File: src/hdl/smi_status_pkg.sv
// Functional notes
// - Status read returns bits, then clears read-to-clear bits; lower-level bits stay.
// - Clearing a second-level cause also clears its top-level bit, except GPIO.
// - GPIO causes kept per pin at third level; clearing them clears upper levels.
// - Mirror offset returns the same status without clearing or dropping the request.
// - Bit 15 captures suspend configuration bit with each new cause; cleared by a status read.
// - USB bit sets on USB activity only with enable field 11; read clears.
// - Warm reset bit sets on warm reset command; read clears.
// - Bit 1 flags audio cause; detail lives in audio second-level status.
// - Bit 0 flags power-management cause; timers and traps excluded.
// - Status register reads all zeros after reset.
package smi_status_pkg;

  // Register offsets on the I/O read port
  localparam logic [7:0] OFS_MIRROR = 8'h00;
  localparam logic [7:0] OFS_STATUS = 8'h02;

  // Field positions in the top-level status word
  localparam int BIT_SUSP = 15;
  localparam int BIT_USB = 14;
  localparam int BIT_WARM = 13;
  localparam int BIT_AUDIO = 1;
  localparam int BIT_PM = 0;

  // Reset value and access masks
  localparam logic [15:0] STATUS_RST = 16'h0000;
  localparam logic [15:0] RC_MASK = 16'he000;
  localparam logic [15:0] CAUSE_MASK = 16'h6003;

  // USB enable field value that lets USB raise an SMI
  localparam logic [1:0] USB_EN_ON = 2'h3;

  // Number of GPIO pins tracked at the third level
  localparam int GPIO_N = 8;

  // Cause events from the subunits, one-cycle pulses
  typedef struct packed {
    logic usb;
    logic warm_rst;
    logic audio;
    logic pm;
  } smi_evt_t;

  // Second-level clears done by software, one-cycle pulses
  typedef struct packed {
    logic audio;
    logic pm;
  } smi_l2_clr_t;

endpackage : smi_status_pkg

File: src/hdl/smi_gpio_levels.sv
`timescale 1ns/1ps
module smi_gpio_levels
  import smi_status_pkg::*;
(
  // Clock and reset
  input wire logic mclk,
  input wire logic rst_b,
  // Per-pin events and third-level clears
  input wire logic [GPIO_N-1:0] gpio_evt,
  input wire logic [GPIO_N-1:0] gpio_clr,
  // Third-level status and its summary
  output logic [GPIO_N-1:0] gpio_sts_ff,
  output logic gpio_any
);

  // One sticky flag per pin; a new event beats a clear in the same cycle
  for (genvar i = 0; i < GPIO_N; i++) begin : g_pin
    always_ff @(posedge mclk) begin
      if (!rst_b) begin
        gpio_sts_ff[i] <= 1'b0;
      end else if (gpio_evt[i]) begin
        gpio_sts_ff[i] <= 1'b1;
      end else if (gpio_clr[i]) begin
        gpio_sts_ff[i] <= 1'b0;
      end
    end
  end

  // Summary is derived, so a pin clear drops upper levels at once
  assign gpio_any = |gpio_sts_ff;
endmodule : smi_gpio_levels

File: src/hdl/smi_top_level_status.sv
`timescale 1ns/1ps
module smi_top_level_status
  import smi_status_pkg::*;
(
  // Clock and reset
  input wire logic mclk,
  input wire logic rst_b,
  // I/O read port
  input wire logic io_rd,
  input wire logic [7:0] io_addr,
  output logic [15:0] io_rdata_ff,
  output logic io_rd_ack_ff,
  // Cause events, second-level clears and GPIO third-level clears
  input wire smi_evt_t evt,
  input wire smi_l2_clr_t l2_clr,
  input wire logic [GPIO_N-1:0] gpio_evt,
  input wire logic [GPIO_N-1:0] gpio_clr,
  // Configuration levels from other registers
  input wire logic susp_cfg,
  input wire logic [1:0] usb_en,
  // Third-level GPIO view and SMI request
  output logic [GPIO_N-1:0] gpio_sts,
  output logic smi_req
);

  logic [15:0] status_ff;
  logic [15:0] nxt_status;
  logic [15:0] status_view;
  logic gpio_any;
  logic rd_status;
  logic rd_mirror;
  logic usb_fire;
  logic new_cause;

  // Third-level GPIO tracking
  smi_gpio_levels u_gpio (
    .mclk(mclk),
    .rst_b(rst_b),
    .gpio_evt(gpio_evt),
    .gpio_clr(gpio_clr),
    .gpio_sts_ff(gpio_sts),
    .gpio_any(gpio_any)
  );

  // Access decode
  assign rd_status = io_rd && (io_addr == OFS_STATUS);
  assign rd_mirror = io_rd && (io_addr == OFS_MIRROR);
  assign usb_fire = evt.usb && (usb_en == USB_EN_ON);
  assign new_cause = usb_fire | evt.warm_rst | evt.audio | evt.pm | (|gpio_evt);

  // GPIO joins the power-management bit without a sticky copy of its own
  always_comb begin
    status_view = status_ff;
    status_view[BIT_PM] = status_ff[BIT_PM] | gpio_any;
  end

  // Next status: clears first, then sets, so an event in a clear cycle is kept
  always_comb begin
    nxt_status = status_ff;
    if (rd_status) begin
      nxt_status = nxt_status & ~RC_MASK;
    end
    if (l2_clr.audio) begin
      nxt_status[BIT_AUDIO] = 1'b0;
    end
    if (l2_clr.pm) begin
      nxt_status[BIT_PM] = 1'b0;
    end
    if (usb_fire) begin
      nxt_status[BIT_USB] = 1'b1;
    end
    if (evt.warm_rst) begin
      nxt_status[BIT_WARM] = 1'b1;
    end
    if (evt.audio) begin
      nxt_status[BIT_AUDIO] = 1'b1;
    end
    if (evt.pm) begin
      nxt_status[BIT_PM] = 1'b1;
    end
    // Suspend state is captured with each cause so the handler sees it on entry
    if (new_cause && susp_cfg) begin
      nxt_status[BIT_SUSP] = 1'b1;
    end
  end

  // Status register
  always_ff @(posedge mclk) begin
    if (!rst_b) begin
      status_ff <= STATUS_RST;
    end else begin
      status_ff <= nxt_status;
    end
  end

  // Read data: both offsets return the value held before any clear
  always_ff @(posedge mclk) begin
    if (!rst_b) begin
      io_rdata_ff <= STATUS_RST;
      io_rd_ack_ff <= 1'b0;
    end else begin
      io_rd_ack_ff <= io_rd;
      if (rd_status || rd_mirror) begin
        io_rdata_ff <= status_view;
      end else begin
        io_rdata_ff <= 16'h0000; // Unmapped offsets read zero
      end
    end
  end

  // Suspend mirror bit is a hint, not a cause, so it does not hold the request
  assign smi_req = |(status_view & CAUSE_MASK);
endmodule : smi_top_level_status
File: config.mk
export PLATFORM = sky130hd
export DESIGN_NAME = smi_top_level_status
export DESIGN_NICKNAME = d
export VERILOG_FILES = /design/src/hdl/smi_status_pkg.sv /design/src/hdl/smi_gpio_levels.sv /design/src/hdl/smi_top_level_status.sv
export SDC_FILE = /design/constraint.sdc
export NUM_CORES = 1
export LEC_CHECK = 0
export ABC_AREA = 0
export BUFFER_PORTS_ARGS = -buffer_cell sky130_fd_sc_hd__buf_2
export CAP_MARGIN = 20
export CORE_UTILIZATION = 30
export CTS_CLUSTER_SIZE = 20
export DETAILED_ROUTE_END_ITERATION = 16
export GPL_ROUTABILITY_DRIVEN = 1
export SLEW_MARGIN = 10
export SYNTH_ARGS = -nofsm -noshare
export SYNTH_HDL_FRONTEND = slang
export SYNTH_SLANG_ARGS = --single-unit
File: constraint.sdc
create_clock -name mclk -period 1.8 [get_ports mclk]
set_input_delay 0.09 -clock mclk [delete_from_list [all_inputs] [get_ports mclk]]
set_output_delay 0.09 -clock mclk [all_outputs]
set_load 0.01 [all_outputs]
==> summary.txt <==
CTS
  – Max Root-Sink Buffers: 2
  – Worst-skew pair later-pin latency: 0.29 ns
  – Reg clk slew, reported paths: ~0.10 ns
  – CTS root buffer: sky130_fd_sc_hd__clkbuf_4
  – # H-tree levels: 1
  – CTS Sinks: 19
  – Cts hold-fix bufs: 0
  – TritonCTS clock tree: done
  – Number of buffers created by CTS: 3
  – CTS resizes: 0
  – Buffer count from post-CTS setup fixing: 0

Critical path
  – Worst Path Class, Setup: register to output pin
  – Worst endpoint required time: between 1.5 and 2 ns
  – Reg-to-reg critical path startpoint: u_gpio.gpio_sts_ff[3]$_SDFFE_PN0P_
  – Slack of the worst reg-to-reg path: about 0.80 ns
  – CP Capture Type: output pin
  – Crit. Startpoint: u_gpio.gpio_sts_ff[3]$_SDFFE_PN0P_
  – Critical path launch point type: register
  – Worst EP arrival: roughly 1.6 ns
  – Maximum fanout count along the critical path: 3

Timing
  – Number of max-slew violations in the final report: 0
  – Hold Vio Cnt, Final: 0
  – Final period utilization: 92.5%
  – Final clock skew: approximately 0.0035 ns
  – Total negative slack: 0 ns
  – Post-route minimum period: 1.66 ns
  – Final Setup Violations: 0
  – Worst hold slack: between 0.02 and 0.025 ns
  – Setup repair after global routing missed its margin: no
  – Timing-limited maximum frequency: roughly 0.6 GHz

Power and ir drop
  – Leakage power summed over all cells: around 0.56 nW
  – Pwr per Cell Area: 761 mW/mm^2
  – Peak ir drop on the vdd network: between 0.3 and 0.4 mV

Routing
  – Post-DR vias/cell: between 4 and 5
  – Aggregate routed wire length: approximately 1.7 mm
  – Number of violations reported at the end of detailed-routing iteration 0: 4
  – Post-DRT Antenna Nets: 0
  – Overall via count from detail_route: about 730
  – 1st-pass router iterations: 4
  – Wire per inst: around 10 um
  – Count of unresolved DRC violations after routing: 0

Logic synthesis
  – Synth Area in XOR/XNOR: 0%
  – Sequential cell area fraction in the yosys report: slightly above 50%
  – Synth Area in Compound Gates: 11.5%
  – Combinational family with the most area after synthesis: simple AND/OR/NAND/NOR gates
  – Mean Syn Cell Area: around 8.7 um^2
  – Synth Area in Simple Gates: 20.2%
  – Multiplexer share of the synthesized area: 0%
  – Register bit total from synthesis: 19
  – Biggest area contributors in the synthesized netlist: sky130_fd_sc_hd__dfxtp_1, sky130_fd_sc_hd__buf_4, sky130_fd_sc_hd__a21oi_1, sky130_fd_sc_hd__inv_1, sky130_fd_sc_hd__nor2_1
  – Netlist area before placement: between 700 and 800 um^2
  – Cell count after synthesis: 86
  – Synth Area in Adders: 0%
  – Synth area leader: sky130_fd_sc_hd__dfxtp_1
  – Distinct cell type count of the synthesized netlist: 17
  – Yosys warning total: 0
  – Area share of the largest cell type after synthesis: 50.8%

Placement
  – RD Place Congestion: between 0.7 and 0.8
  – Area post-placement: roughly 990 um^2
  – Cell Count Post-Placement: roughly 160
  – IO buf count: 50

Die
  – Boundary pin count: between 60 and 70
  – Die ar.: around 0.0027 mm^2
  – Height of the chip: around 52 um
  – Core outline area: 0.00228 mm^2
  – Core Rows: 17
  – Floorplan die width: 52.0 um
  – Effective utilization at floorplan: about a third

Global routing
  – Initial antenna violation count: 0
  – Overflow after GRT: 0
  – Overall track demand over capacity in global routing: 13.4%
  – Number of global-route vias before repair: around 620
  – Pin count of the biggest net entering global routing: 12
  – Global-route wire length before repair: between 2 and 3 mm

Finish
  – Fillers: 228
  – Final instance area: slightly above 0.001 mm^2
  – Post-layout net count: around 180
  – Final std cells w/o fill: 166
  – Layout cell share with drive strength beyond 1: 39.9%
  – Number of diodes added for antenna fixing: 0
  – Fin util: between 40 and 50%
  – Most common cell after layout, fill and taps aside: sky130_fd_sc_hd__buf_2
  – Syn-to-layout area delta: 35.9%
  – Commonest cells after routing, fill and taps aside: sky130_fd_sc_hd__buf_2, sky130_fd_sc_hd__dfxtp_1, sky130_fd_sc_hd__nor2_1, sky130_fd_sc_hd__inv_1, sky130_fd_sc_hd__conb_1

Min path
  – Min-Delay Path Class: primary input to register
  – Beginning of the worst hold path: gpio_evt[1]

Outcome
  – Outcome: finished, final reports clean

Flow run
  – Max-cap violations: 0
worst paths after layout:
kind,cells after the start,endpoint
max,4,smi_req
min,3,u_gpio.gpio_sts_ff[1]$_SDFFE_PN0P_
max reg2reg,3,io_rdata_ff[0]$_SDFF_PN0_
min reg2reg,1,io_rdata_ff[15]$_SDFF_PN0_
cell families (layout without fill, tap and decap cells):
family,after synthesis,count (layout)
flops,19,19
simple gates,29,29
buf+inv,23,65
other cells,1,11
compound gates,14,14
cells in the mapped netlist (all sizes together):
| library cell | count |
|---|---|
| dfxtp | 19 |
| a41oi | 1 |
| a22o | 2 |
| or4 | 1 |
| a21oi | 10 |
| buf | 11 |
| nor3 | 2 |
| conb | 1 |
| inv | 11 |
| nor2 | 11 |
| and3 | 2 |
| a32o | 1 |
| and2 | 6 |
| nor4 | 5 |
| clkbuf | 1 |
| nand3 | 2 |
flip-flops by register name, summed over array words and instances (netlist names):
register and flops:
io_rd_ack_ff 1, u_gpio.gpio_sts_ff 8, io_rdata_ff 5, status_ff 5
layout make-up:
cell class	count	area, um^2	area share [%]
flip-flops and latches	19	380	37.3
multi-input cells	54	285	28.0
repair buffers	50	250	24.6
inverters	11	41.3	4.05
well taps	28	35.0	3.44
clock buffers	4	26.3	2.58
critical path, stage by stage, from the launching register on:
cell	delay [ns]
sky130_fd_sc_hd__dfxtp_1	0.35
sky130_fd_sc_hd__nor4_2	0.27
sky130_fd_sc_hd__nand3_1	0.11
sky130_fd_sc_hd__or4_1	0.40
sky130_fd_sc_hd__buf_2	0.15
where the power goes:
group / internal (W) / leakage [nW] / total (W) / switching, W
combinational: 0.0000542 / 0.390 / 0.000111 / 0.0000569
clock: 0.0000860 / 0.0150 / 0.000209 / 0.000123
sequential: 0.000442 / 0.157 / 0.000456 / 0.0000139
per-layer routing:
metal	routed length, um	GRT usage [%]	up-vias
met4	10	5.41	0
met1	725	16.2	315
li1	-	-	369
met2	764	22.0	41
met3	169	3.80	2
met5	0	0	-
stage by stage:
step	worst slack, ns	total power, W
after global placement	0.431	0.000574
after floorplan	0.561	0.000530
after detailed placement	0.420	0.000576
after global routing	0.00210	0.000829
final	0.136	0.000776
after CTS	0.0753	0.000788
Note: power is estimated with default switching activity, not from simulation.
